===== config.mk =====
export PLATFORM = sky130hd
export DESIGN_NAME = acmp_ctrl
export DESIGN_NICKNAME = d
export VERILOG_FILES = /design/src/hdl/acmp_sync.v /design/src/hdl/acmp_ctrl.v
export VERILOG_INCLUDE_DIRS = /design/src /design/src/shared
export SDC_FILE = /design/constraint.sdc
export NUM_CORES = 1
export LEC_CHECK = 0
export ABC_AREA = 1
export BUFFER_PORTS_ARGS = -buffer_cell sky130_fd_sc_hd__buf_4
export CORE_ASPECT_RATIO = 1.2
export CORE_MARGIN = 8
export CORE_UTILIZATION = 34
export DETAILED_ROUTE_END_ITERATION = 8
export PLACE_DENSITY = 0.7
export SLEW_MARGIN = 0
export SYNTH_ARGS = -nofsm -noshare
export SYNTH_HDL_FRONTEND = slang
export SYNTH_SLANG_ARGS = --single-unit

===== constraint.sdc =====
create_clock -name aclk -period 1.7 [get_ports aclk]
set_clock_uncertainty 0.05 [all_clocks]
set_input_delay 0 -clock aclk [delete_from_list [all_inputs] [get_ports aclk]]
set_output_delay 0 -clock aclk [all_outputs]
set_load 0.01 [all_outputs]

===== src/shared/acmp_regs.vh =====
// Purpose: register map and field layout of the comparator control block
// Assumes: 32-bit AXI4-Lite data, one 8-bit register per aligned word
// Notes:   offsets are word indices; byte address is four times the index
`ifndef ACMP_REGS_VH
`define ACMP_REGS_VH

// ------------------------------------------------------------
// register indices
// ------------------------------------------------------------
`define ACMP_IDX_CTRL_STATUS 10'h030
`define ACMP_IDX_PIN_DISABLE 10'h07F
`define ACMP_IDX_CONV_CTRL_B 10'h031
`define ACMP_IDX_CONV_MIRROR 10'h032
`define ACMP_IDX_IRQ_MASK 10'h033
`define ACMP_ADDR_W 12

// ------------------------------------------------------------
// comparator_control_status fields
// ------------------------------------------------------------
`define ACMP_CS_DISABLE 7
`define ACMP_CS_BANDGAP 6
`define ACMP_CS_OUTPUT 5
`define ACMP_CS_FLAG 4
`define ACMP_CS_IRQ_EN 3
`define ACMP_CS_CAPTURE 2
`define ACMP_CS_MODE_HI 1
`define ACMP_CS_MODE_LO 0
`define ACMP_CS_RW_MASK 8'hCF
`define ACMP_CS_RESET 8'h00

// ------------------------------------------------------------
// other registers
// ------------------------------------------------------------
`define ACMP_PD_NEG 1
`define ACMP_PD_POS 0
`define ACMP_PD_RW_MASK 8'h03
`define ACMP_PD_RESET 8'h00
`define ACMP_CB_MUX_EN 6
`define ACMP_CB_RW_MASK 8'h40
`define ACMP_CB_RESET 8'h00
`define ACMP_CM_CONV_EN 7
`define ACMP_CM_CHAN_HI 2
`define ACMP_CM_RW_MASK 8'h87
`define ACMP_CM_RESET 8'h00
`define ACMP_IM_RW_MASK 8'h10
`define ACMP_IM_RESET 8'h10

// ------------------------------------------------------------
// interrupt modes
// ------------------------------------------------------------
`define ACMP_MODE_TOGGLE 2'h0
`define ACMP_MODE_RSVD 2'h1
`define ACMP_MODE_FALL 2'h2
`define ACMP_MODE_RISE 2'h3

`define ACMP_RESP_OKAY 2'h0
`define ACMP_RESP_SLVERR 2'h2

`endif


===== src/hdl/acmp_sync.v =====
// Purpose: two-stage synchroniser for the asynchronous comparator output
// Assumes: single clock aclk, synchronous active-low reset
// Notes:   first stage feeds only the second stage
`timescale 1ns/1ps

module acmp_sync (
	// clock and reset
	input wire aclk,
	input wire aresetn,
	// data
	input wire async_in,
	output reg sync_out_r
);

	reg meta_r;

	always @(posedge aclk) begin
		if (!aresetn) begin
			meta_r <= 1'b0;
			sync_out_r <= 1'b0;
		end else begin
			meta_r <= async_in;
			sync_out_r <= meta_r;
		end
	end

endmodule // acmp_sync


===== src/hdl/acmp_ctrl.v =====
// Purpose: digital control around the on-chip analog voltage comparator
// Assumes: AXI4-Lite register access, one clock aclk at 100 MHz
// Notes:   analog core and timer capture unit sit outside this module
`timescale 1ns/1ps
`include "acmp_regs.vh"

module acmp_ctrl (
	// clock and reset
	input wire aclk,
	input wire aresetn,
	// axi4-lite write address
	input wire [`ACMP_ADDR_W-1:0] s_axi_awaddr,
	input wire s_axi_awvalid,
	output reg s_axi_awready,
	// axi4-lite write data
	input wire [31:0] s_axi_wdata,
	input wire [3:0] s_axi_wstrb,
	input wire s_axi_wvalid,
	output reg s_axi_wready,
	// axi4-lite write response
	output reg [1:0] s_axi_bresp,
	output reg s_axi_bvalid,
	input wire s_axi_bready,
	// axi4-lite read address
	input wire [`ACMP_ADDR_W-1:0] s_axi_araddr,
	input wire s_axi_arvalid,
	output reg s_axi_arready,
	// axi4-lite read data
	output reg [31:0] s_axi_rdata,
	output reg [1:0] s_axi_rresp,
	output reg s_axi_rvalid,
	input wire s_axi_rready,
	// analog comparator core
	input wire comparator_raw,
	output reg comparator_power_off_r,
	output reg bandgap_select_r,
	output reg neg_use_channel_r,
	output reg [2:0] channel_select_r,
	// comparator pins, digital side
	input wire [1:0] pin_raw,
	output reg [1:0] pin_buffer_off_r,
	output reg [1:0] pin_read_r,
	// timer input capture front end
	output reg capture_route_enable_r,
	output reg capture_in_r,
	// interrupt
	input wire global_irq_enable,
	input wire irq_vector_ack,
	output reg irq_r
);

	// ------------------------------------------------------------
	// state encodings
	// ------------------------------------------------------------
	localparam [1:0] WR_IDLE = 2'b01;
	localparam [1:0] WR_RESP = 2'b10;
	localparam [1:0] RD_IDLE = 2'b01;
	localparam [1:0] RD_DATA = 2'b10;

	// ------------------------------------------------------------
	// declarations
	// ------------------------------------------------------------
	reg [7:0] ctrl_r;
	reg [7:0] pin_dis_r;
	reg [7:0] conv_b_r;
	reg [7:0] conv_mirror_r;
	reg [7:0] irq_mask_r;
	reg flag_r;
	reg flag_nxt;
	reg out_prev_r;
	reg [1:0] wr_state_r;
	reg [1:0] rd_state_r;
	reg aw_got_r;
	reg w_got_r;
	reg [`ACMP_ADDR_W-1:0] aw_addr_r;
	reg [7:0] w_data_r;
	reg w_lane0_r;
	reg event_hit;
	reg [7:0] rd_byte;
	reg rd_ok;
	reg wr_ok;
	reg [7:0] ctrl_view;
	wire comp_sync;
	wire do_write;
	wire [9:0] wr_idx;
	wire [9:0] rd_idx;
	wire wr_aligned;
	wire rd_aligned;
	wire flag_w1c;
	wire [1:0] mode;
	wire [1:0] pin_gated;

	// ------------------------------------------------------------
	// comparator output synchroniser
	// ------------------------------------------------------------
	acmp_sync u_sync (
		.aclk(aclk),
		.aresetn(aresetn),
		.async_in(comparator_raw),
		.sync_out_r(comp_sync)
	);

	// ------------------------------------------------------------
	// event detection and interrupt flag
	// ------------------------------------------------------------
	assign mode = {ctrl_r[`ACMP_CS_MODE_HI], ctrl_r[`ACMP_CS_MODE_LO]};

	always @* begin
		case (mode)
			`ACMP_MODE_TOGGLE: event_hit = comp_sync ^ out_prev_r;
			`ACMP_MODE_FALL: event_hit = out_prev_r & ~comp_sync;
			`ACMP_MODE_RISE: event_hit = ~out_prev_r & comp_sync;
			default: event_hit = 1'b0;
		endcase
	end

	// a write is only seen through lane 0, the byte that holds the flag
	assign flag_w1c = do_write && w_lane0_r && wr_ok &&
		(wr_idx == `ACMP_IDX_CTRL_STATUS) && w_data_r[`ACMP_CS_FLAG];

	always @* begin
		flag_nxt = flag_r;
		if (flag_w1c || irq_vector_ack) begin
			flag_nxt = 1'b0;
		end
		if (event_hit) begin
			flag_nxt = 1'b1;
		end
	end

	always @(posedge aclk) begin
		if (!aresetn) begin
			flag_r <= 1'b0;
			out_prev_r <= 1'b0;
			irq_r <= 1'b0;
		end else begin
			flag_r <= flag_nxt;
			out_prev_r <= comp_sync;
			// mask bit is the same bit position as the flag
			irq_r <= flag_nxt & ctrl_r[`ACMP_CS_IRQ_EN] & global_irq_enable &
				irq_mask_r[`ACMP_CS_FLAG];
		end
	end

	// ------------------------------------------------------------
	// analog and capture controls
	// ------------------------------------------------------------
	always @(posedge aclk) begin
		if (!aresetn) begin
			comparator_power_off_r <= 1'b0;
			bandgap_select_r <= 1'b0;
			neg_use_channel_r <= 1'b0;
			channel_select_r <= 3'h0;
			capture_route_enable_r <= 1'b0;
			capture_in_r <= 1'b0;
		end else begin
			comparator_power_off_r <= ctrl_r[`ACMP_CS_DISABLE];
			bandgap_select_r <= ctrl_r[`ACMP_CS_BANDGAP];
			// converter owns the mux while it runs, so the pin takes over
			neg_use_channel_r <= conv_b_r[`ACMP_CB_MUX_EN] &
				~conv_mirror_r[`ACMP_CM_CONV_EN];
			channel_select_r <= conv_mirror_r[`ACMP_CM_CHAN_HI:0];
			capture_route_enable_r <= ctrl_r[`ACMP_CS_CAPTURE];
			// forced low, not held, so a disabled route cannot leave an edge behind
			capture_in_r <= ctrl_r[`ACMP_CS_CAPTURE] & comp_sync;
		end
	end

	// ------------------------------------------------------------
	// pin digital input gating
	// ------------------------------------------------------------
	genvar gi;
	generate
		for (gi = 0; gi < 2; gi = gi + 1) begin : g_pin
			assign pin_gated[gi] = pin_raw[gi] & ~pin_dis_r[gi];
			always @(posedge aclk) begin
				if (!aresetn) begin
					pin_buffer_off_r[gi] <= 1'b0;
					pin_read_r[gi] <= 1'b0;
				end else begin
					pin_buffer_off_r[gi] <= pin_dis_r[gi];
					pin_read_r[gi] <= pin_gated[gi];
				end
			end
		end
	endgenerate

	// ------------------------------------------------------------
	// axi4-lite write channel
	// ------------------------------------------------------------
	assign wr_idx = aw_addr_r[`ACMP_ADDR_W-1:2];
	assign wr_aligned = (aw_addr_r[1:0] == 2'h0);
	assign do_write = (wr_state_r == WR_IDLE) && aw_got_r && w_got_r;

	always @* begin
		case (wr_idx)
			`ACMP_IDX_CTRL_STATUS,
			`ACMP_IDX_PIN_DISABLE,
			`ACMP_IDX_CONV_CTRL_B,
			`ACMP_IDX_CONV_MIRROR,
			`ACMP_IDX_IRQ_MASK: wr_ok = wr_aligned;
			default: wr_ok = 1'b0;
		endcase
	end

	always @(posedge aclk) begin
		if (!aresetn) begin
			wr_state_r <= WR_IDLE;
			aw_got_r <= 1'b0;
			w_got_r <= 1'b0;
			aw_addr_r <= {`ACMP_ADDR_W{1'b0}};
			w_data_r <= 8'h00;
			w_lane0_r <= 1'b0;
			s_axi_awready <= 1'b1;
			s_axi_wready <= 1'b1;
			s_axi_bvalid <= 1'b0;
			s_axi_bresp <= `ACMP_RESP_OKAY;
		end else begin
			case (wr_state_r)
				WR_IDLE: begin
					if (s_axi_awvalid && s_axi_awready) begin
						aw_addr_r <= s_axi_awaddr;
						aw_got_r <= 1'b1;
						s_axi_awready <= 1'b0;
					end
					if (s_axi_wvalid && s_axi_wready) begin
						w_data_r <= s_axi_wdata[7:0];
						w_lane0_r <= s_axi_wstrb[0];
						w_got_r <= 1'b1;
						s_axi_wready <= 1'b0;
					end
					if (do_write) begin
						aw_got_r <= 1'b0;
						w_got_r <= 1'b0;
						s_axi_bvalid <= 1'b1;
						s_axi_bresp <= wr_ok ? `ACMP_RESP_OKAY : `ACMP_RESP_SLVERR;
						wr_state_r <= WR_RESP;
					end
				end
				WR_RESP: begin
					if (s_axi_bready) begin
						s_axi_bvalid <= 1'b0;
						s_axi_awready <= 1'b1;
						s_axi_wready <= 1'b1;
						wr_state_r <= WR_IDLE;
					end
				end
				default: begin
					wr_state_r <= WR_IDLE;
				end
			endcase
		end
	end

	// ------------------------------------------------------------
	// register storage
	// ------------------------------------------------------------
	always @(posedge aclk) begin
		if (!aresetn) begin
			ctrl_r <= `ACMP_CS_RESET;
			pin_dis_r <= `ACMP_PD_RESET;
			conv_b_r <= `ACMP_CB_RESET;
			conv_mirror_r <= `ACMP_CM_RESET;
			irq_mask_r <= `ACMP_IM_RESET;
		end else if (do_write && wr_ok && w_lane0_r) begin
			case (wr_idx)
				`ACMP_IDX_CTRL_STATUS: begin
					// flag and output bits are not stored here
					ctrl_r <= w_data_r & `ACMP_CS_RW_MASK;
				end
				`ACMP_IDX_PIN_DISABLE: begin
					pin_dis_r <= w_data_r & `ACMP_PD_RW_MASK;
				end
				`ACMP_IDX_CONV_CTRL_B: begin
					conv_b_r <= w_data_r & `ACMP_CB_RW_MASK;
				end
				`ACMP_IDX_CONV_MIRROR: begin
					conv_mirror_r <= w_data_r & `ACMP_CM_RW_MASK;
				end
				`ACMP_IDX_IRQ_MASK: begin
					irq_mask_r <= w_data_r & `ACMP_IM_RW_MASK;
				end
				default: begin
					ctrl_r <= ctrl_r;
				end
			endcase
		end
	end

	// ------------------------------------------------------------
	// axi4-lite read channel
	// ------------------------------------------------------------
	assign rd_idx = s_axi_araddr[`ACMP_ADDR_W-1:2];
	assign rd_aligned = (s_axi_araddr[1:0] == 2'h0);

	always @* begin
		ctrl_view = ctrl_r;
		ctrl_view[`ACMP_CS_OUTPUT] = comp_sync;
		ctrl_view[`ACMP_CS_FLAG] = flag_r;
		rd_ok = rd_aligned;
		case (rd_idx)
			`ACMP_IDX_CTRL_STATUS: rd_byte = ctrl_view;
			`ACMP_IDX_PIN_DISABLE: rd_byte = pin_dis_r & `ACMP_PD_RW_MASK;
			`ACMP_IDX_CONV_CTRL_B: rd_byte = conv_b_r;
			`ACMP_IDX_CONV_MIRROR: rd_byte = conv_mirror_r;
			`ACMP_IDX_IRQ_MASK: rd_byte = irq_mask_r;
			default: begin
				rd_byte = 8'h00;
				rd_ok = 1'b0;
			end
		endcase
	end

	always @(posedge aclk) begin
		if (!aresetn) begin
			rd_state_r <= RD_IDLE;
			s_axi_arready <= 1'b1;
			s_axi_rvalid <= 1'b0;
			s_axi_rdata <= 32'h00000000;
			s_axi_rresp <= `ACMP_RESP_OKAY;
		end else begin
			case (rd_state_r)
				RD_IDLE: begin
					if (s_axi_arvalid) begin
						s_axi_arready <= 1'b0;
						s_axi_rvalid <= 1'b1;
						s_axi_rdata <= rd_ok ? {24'h000000, rd_byte} : 32'h00000000;
						s_axi_rresp <= rd_ok ? `ACMP_RESP_OKAY : `ACMP_RESP_SLVERR;
						rd_state_r <= RD_DATA;
					end
				end
				RD_DATA: begin
					if (s_axi_rready) begin
						s_axi_rvalid <= 1'b0;
						s_axi_arready <= 1'b1;
						rd_state_r <= RD_IDLE;
					end
				end
				default: begin
					rd_state_r <= RD_IDLE;
				end
			endcase
		end
	end

	// software ordering of enable versus mode or disable changes is not
	// checked here; a spurious edge during such a change sets the flag
	// as any other event would

endmodule // acmp_ctrl


Word level (Yosys, flattened, before mapping)
Cells that the tools add are included. Widths: inputs -> output; s select.

Word-level logic and storage cells: 142. Register bits after elaboration: 99. Bits of input ports: 72. Memories: 0. Bits in read-only memories: 0. Latch bits: 0. Output and inout bits: 54. Memory bits (writable): 0.

Reduce and logical (&&, ||, !) cells: 37. Equal/unequal tests: 22. Bitwise operators: 15. Muxes and demuxes: 33. $mul: 0. $add $sub $neg: 0. Div/mod/pow operators: 0. Order comparisons: 0. Shift-type cells: 0.

Operators by type and width (number): $eq 10x6->1 const B (8); $pmux 8 s5 (1); $reduce_and 2->1 (13); $eq 10x7->1 const B (2); $mux 1 (17); $mux 2 (6); $reduce_and 3->1 (4); $logic_and 1x1->1 (10); $pmux 1 s2 (5); $reduce_or 5->1 (2); $and 1x1->1 (9); $eq 2x2->1 const B (4); $mux 8 (1); $ne 2x2->1 const B (4); $pmux 2 s2 (2); $reduce_bool 2->1 (4); $logic_not 2->1 (3); $not 1->1 (5); $eq 2x1->1 const B (2); $ne 2x1->1 const B (2); $pmux 1 s3 (1); $logic_or 1x1->1 (1); $xor 1x1->1 (1).

Longest topological paths before layout
Depth in word-level cells: 13. Mapped depth: 10. Gate-level depth less buffers: 10.

By module
Synthesis repeated with hierarchy kept, for this count alone.

Cells, all modules: 413. Area total of the unflattened synthesis: 3158.0 um^2.

By module, submodules not included: acmp_ctrl (cells each 407, area an instance 3103.0 um^2, times used 1, sequential area each 1401.3 um^2); acmp_sync (cells each 6, area an instance 55.1 um^2, times used 1, sequential area each 40.0 um^2).

Worst setup path after synthesis
Ideal clock, no wire load.

Path kind: register to register. Start point: register aw_addr_r[10]. End point: register ctrl_r[0]. Setup slack: 395 ps. Data required time: 1537 ps. Setup time: 113 ps. Buffers on the path: 1. Data arrival time: 1142 ps. Clock period less this slack: 1305 ps. Cell stages (with the launch flop): 10. Path through: dfxtp_1 > inv_2 > nand3_1 > nor2_2 > o21ai_2 > nor2_4 > nand3_2 > buf_6 > o21ai_1 > nor2_1.

Cells in the longest elaborated chain, start to end: 6. Elaborated cells between the ends (all ways): 10. Classes of those cells: eq/ne (5); mux (1); reduce/logical (4).

RTL lines: start, declared (RTL line acmp_ctrl.v:75) `` reg [`ACMP_ADDR_W-1:0] aw_addr_r; ``; start signal, assigned (RTL line acmp_ctrl.v:211) `` aw_addr_r <= {`ACMP_ADDR_W{1'b0}}; ``; start signal, assigned (RTL line acmp_ctrl.v:222) `aw_addr_r <= s_axi_awaddr;`; $eq 10x6->1, or another cell as far along (RTL line acmp_ctrl.v:196, acmp_ctrl.v:266); $reduce_or 5->1 (RTL line acmp_ctrl.v:196) `case (wr_idx)`; $mux 1 (RTL line acmp_ctrl.v:196); $logic_and 1x1->1 (2 in a row) (RTL line acmp_ctrl.v:265) `end else if (do_write && wr_ok && w_lane0_r) begin`; $reduce_and 2->1 (no line) *; end signal, assigned (RTL line acmp_ctrl.v:260) `` ctrl_r <= `ACMP_CS_RESET; ``; end signal, assigned (RTL line acmp_ctrl.v:269) `` ctrl_r <= w_data_r & `ACMP_CS_RW_MASK; ``; end signal, assigned (RTL line acmp_ctrl.v:284) `ctrl_r <= ctrl_r;`; end, declared (RTL line acmp_ctrl.v:63) `reg [7:0] ctrl_r;`.

Every way passes the cells marked *; elsewhere a longest branch is shown, timed or not. A chain may end at the register's enable or synchronous reset.

Worst setup path after layout
Start point: register wr_state_r[0]. End point: register aw_addr_r[9].

Cells in the longest elaborated chain, start to end: 2.

RTL lines: start, declared (RTL line acmp_ctrl.v:71) `reg [1:0] wr_state_r;`; start signal, assigned (RTL line acmp_ctrl.v:208) `wr_state_r <= WR_IDLE;`; start signal, assigned (RTL line acmp_ctrl.v:237) `wr_state_r <= WR_RESP;`; start signal, assigned (RTL line acmp_ctrl.v:245) `wr_state_r <= WR_IDLE;`; $eq 2x1->1 (RTL line acmp_ctrl.v:219) `case (wr_state_r)`; $reduce_and 2->1 (no line).

Every way passes these cells.

==> key figures <==
Outcome
  • Status: complete, no violations

Setup path
  • FF-to-FF Start: wr_state_r[0]$_SDFFE_PN1P_
  • Crit path capture: aw_addr_r[9]$_SDFFE_PN0P_
  • Worst path arrival time: 1.81 ns
  • Worst setup path startpoint: wr_state_r[0]$_SDFFE_PN1P_
  • Critical path class: flop to flop
  • Startpoint types: flop
  • R2R cell count: 7
  • Reg2Reg Setup Slack: 0.05 ns
  • CP Max Fanout: 23
  • R2r endpoint: aw_addr_r[9]$_SDFFE_PN0P_
  • CP endpoint kind: flop
  • Worst EP required: 1.87 ns

Floorplan
  • Die area: 0.0128 mm2
  • Die Wd: 105 um
  • Core Footprint: 0.00937 mm2
  • Die Ht: 122 um
  • I/O pin count: 126
  • Initial Utilization: 0.343
  • Rows: 39

Clocking
  • CTS buffer count: 9
  • Clock Sinks: 72
  • Root buffer cell: clkbuf_16
  • CTS Buffer Depth: 2
  • Skew-Pair Late Insertion Delay: 0.33 ns
  • CTS H-tree lvls: 3
  • Clk slew on worst S/H paths: 0.06 ns
  • CTS tree: done

Min path
  • Worst min path class: input pin to flop
  • Worst Min Path Start: s_axi_araddr[3]

Route
  • Via count: 2908
  • Wire length per cell: 12.2 um
  • First-pass iteration count of the detailed router: 4
  • Final WL: 8.03 mm
  • Routed Antenna Nets: 0
  • DR DRC count: 0
  • Routed vias/inst: 4.41
  • 1st-iter DRT viols: 124

Yosys
  • Synth Instances: 426
  • Post-synth top cells: dfxtp_1 (72), inv_1 (58), nand2_1 (58)
  • Post-synthesis sequential area ratio: 0.449
  • Mux cell area share after synthesis: 0
  • Yosys top cell by area: dfxtp_1
  • Synth top area share: 0.449
  • Post-Synth XOR/XNOR Area: 0
  • Area share of fa/ha/maj cells after synthesis: 0.00779
  • Post-synthesis compound-gate area fraction: 0.115
  • Post-Synth Simple-Gate Area: 0.273
  • Syn Area/Cell: 7.54 um2
  • Most common cell in the netlist: dfxtp_1
  • Synth top area cells: dfxtp_1 (45%), inv_1 (6.8%), nand2_1 (6.8%)
  • Mapped Area: 0.00321 mm2
  • EDFF count, synth: 0
  • Yosys warns: 0
  • Count of cell types in the netlist: 33
  • Primary FF master, synth: dfxtp_1
  • Yosys reg bits: 72
  • Ys async rst share: 0
  • Largest family of logic cells by synthesized area: simple AND/OR/NAND/NOR gates

Run
  • Max-Cap Viols: 0

Cells and area
  • Share of cells above drive strength 1: 0.236
  • Area growth syn-to-layout: 38.0%
  • Final core utilization: 0.473
  • Nets@finish: 606
  • Diode count: 0

Timing
  • Setup violations, final: 0
  • Maximum clock frequency: 607 MHz
  • Final hold slack: 0.0117 ns
  • Final hold vios: 0
  • Minimum clock period: 1.65 ns
  • Setup WS post-layout: 0.0538 ns
  • Final Cycle Share: 0.968
  • RSZ-0062 raised after global routing: yes
  • Max Slew Vio Count: 0

Power
  • Sequential share of power: 0.437
  • Logic pwr share: 0.116
  • Pint: 3.12 mW
  • Max IR drop VDD: 0.000449 V
  • Clock Power Share: 0.448
  • P_leak: 2.07 nW
  • Psw: 1.04 mW
  • Power Density: 939 mW/mm2
  • Pwr Total: 4.16 mW
  • Net Sw Frac: 0.250

Placed design
  • PortBufs: 71
  • Post-Place Setup Slack: 0.155 ns
  • DP HPWL: 5.93 mm
  • Placer congestion estimate: 0.821

Global routing
  • First-pass GRT wire length: 13.5 mm
  • Largest net degree at the start of global routing: 37
  • Vias in the first global route: 2994
  • GR Util All Layers: 0.129
  • Initial antenna violation count: 0
  • Total gr overflow: 0
## metal layers
metal | vias up | GRT usage | part of all wire
met2 | 84 | 0.223 | 0.49
met4 | 0 | 0.0527 | 0.014
li1 | 1511 | - | -
met5 | - | 0 | 0
met1 | 1301 | 0.141 | 0.43
met3 | 12 | 0.0457 | 0.063
## critical path, stage by stage, from the launching register on
cell	delay (ns)
dfxtp_1	0.30
inv_1	0.07
nor2_4	0.13
nand3_2	0.10
buf_8	0.17
o21ai_1	0.11
a21oi_1	0.05
dlygate4sd3_1	0.55
## placed cells by master, fill, tap and decap left out, types with 6 or more instances in the layout
master / synthesis / routed
nand3_1: 20 / 19
dlygate4sd3_1: 0 / 34
a21oi_1: 21 / 21
o21ai_0: 27 / 27
nand2_1: 58 / 58
buf_4: 26 / 73
nor2_2: 5 / 6
nor3_1: 6 / 6
nor2_1: 54 / 53
o21ai_1: 17 / 17
nand4_1: 13 / 13
dfxtp_1: 72 / 72
nand2_2: 6 / 6
conb_1: 1 / 26
inv_1: 58 / 58
clkbuf_16: 0 / 9
inv_2: 6 / 6
## state kept, by name (all words and copies together) (netlist names), 2 cells and up
| register | count |
|---|---|
| s_axi_rdata | 8 |
| pin_dis_r | 2 |
| ctrl_r | 6 |
| pin_buffer_off_r | 2 |
| conv_mirror_r | 4 |
| wr_state_r | 2 |
| rd_state_r | 2 |
| w_data_r | 7 |
| aw_addr_r | 12 |
| pin_read_r | 2 |
| channel_select_r | 3 |
## cell type report
type,count,area [um2]
Tap cell,123,154
Clock inverter,7,71.3
Clock buffer,9,225
Fill cell,938,4940
Inverter,64,240
Sequential cell,72,1440
Multi-Input combinational cell,276,1380
Timing Repair Buffer,109,923
## per-stage QoR
step / TNS, ns / instance area, um2 / std cells
2_1_floorplan: 0 / 3300 / 451
3_3_place_gp: 0 / 3780 / 610
3_5_place_dp: 0 / 3780 / 610
4_1_cts: 0 / 4420 / 660
5_1_grt: -0.0723 / 4430 / 660
6_report: 0 / 4430 / 660
## cell families after synthesis
family,count (synthesis)
buffers and inverters,103
adders and majority gates,2
other,1
and+or+nand+nor,178
AOI/OAI and AO/OA,70
DFF,72
## worst min path at each step
stage / endpoint / cells after the start
floorplan: u_sync.meta_r$_SDFF_PN0_ / 2
global placement: u_sync.meta_r$_SDFF_PN0_ / 3
detailed placement: u_sync.meta_r$_SDFF_PN0_ / 3
CTS: s_axi_rdata[5]$_SDFFE_PN0P_ / 4
global route: s_axi_rdata[5]$_SDFFE_PN0P_ / 4
finish: s_axi_rdata[5]$_SDFFE_PN0P_ / 4
## power groups by stage
stage	clock network, mW	logic [mW]	registers [mW]
2_1_floorplan	0	0.282	1.85
3_3_place_gp	0	0.406	1.85
3_5_place_dp	0	0.415	1.85
4_1_cts	1.90	0.478	1.82
5_1_grt	1.98	0.542	1.83
6_report	1.86	0.482	1.82
## timing repair
action / 4_1_cts / 5_1_grt
hold endpoints to repair: 37 / 0
gates resized for setup: 0 / 4
endpoints found under the setup margin: 0 / 3
setup buffers: 0 / 0
hold buffers: 34 / 0
Note: power is estimated with default switching activity, not from simulation.
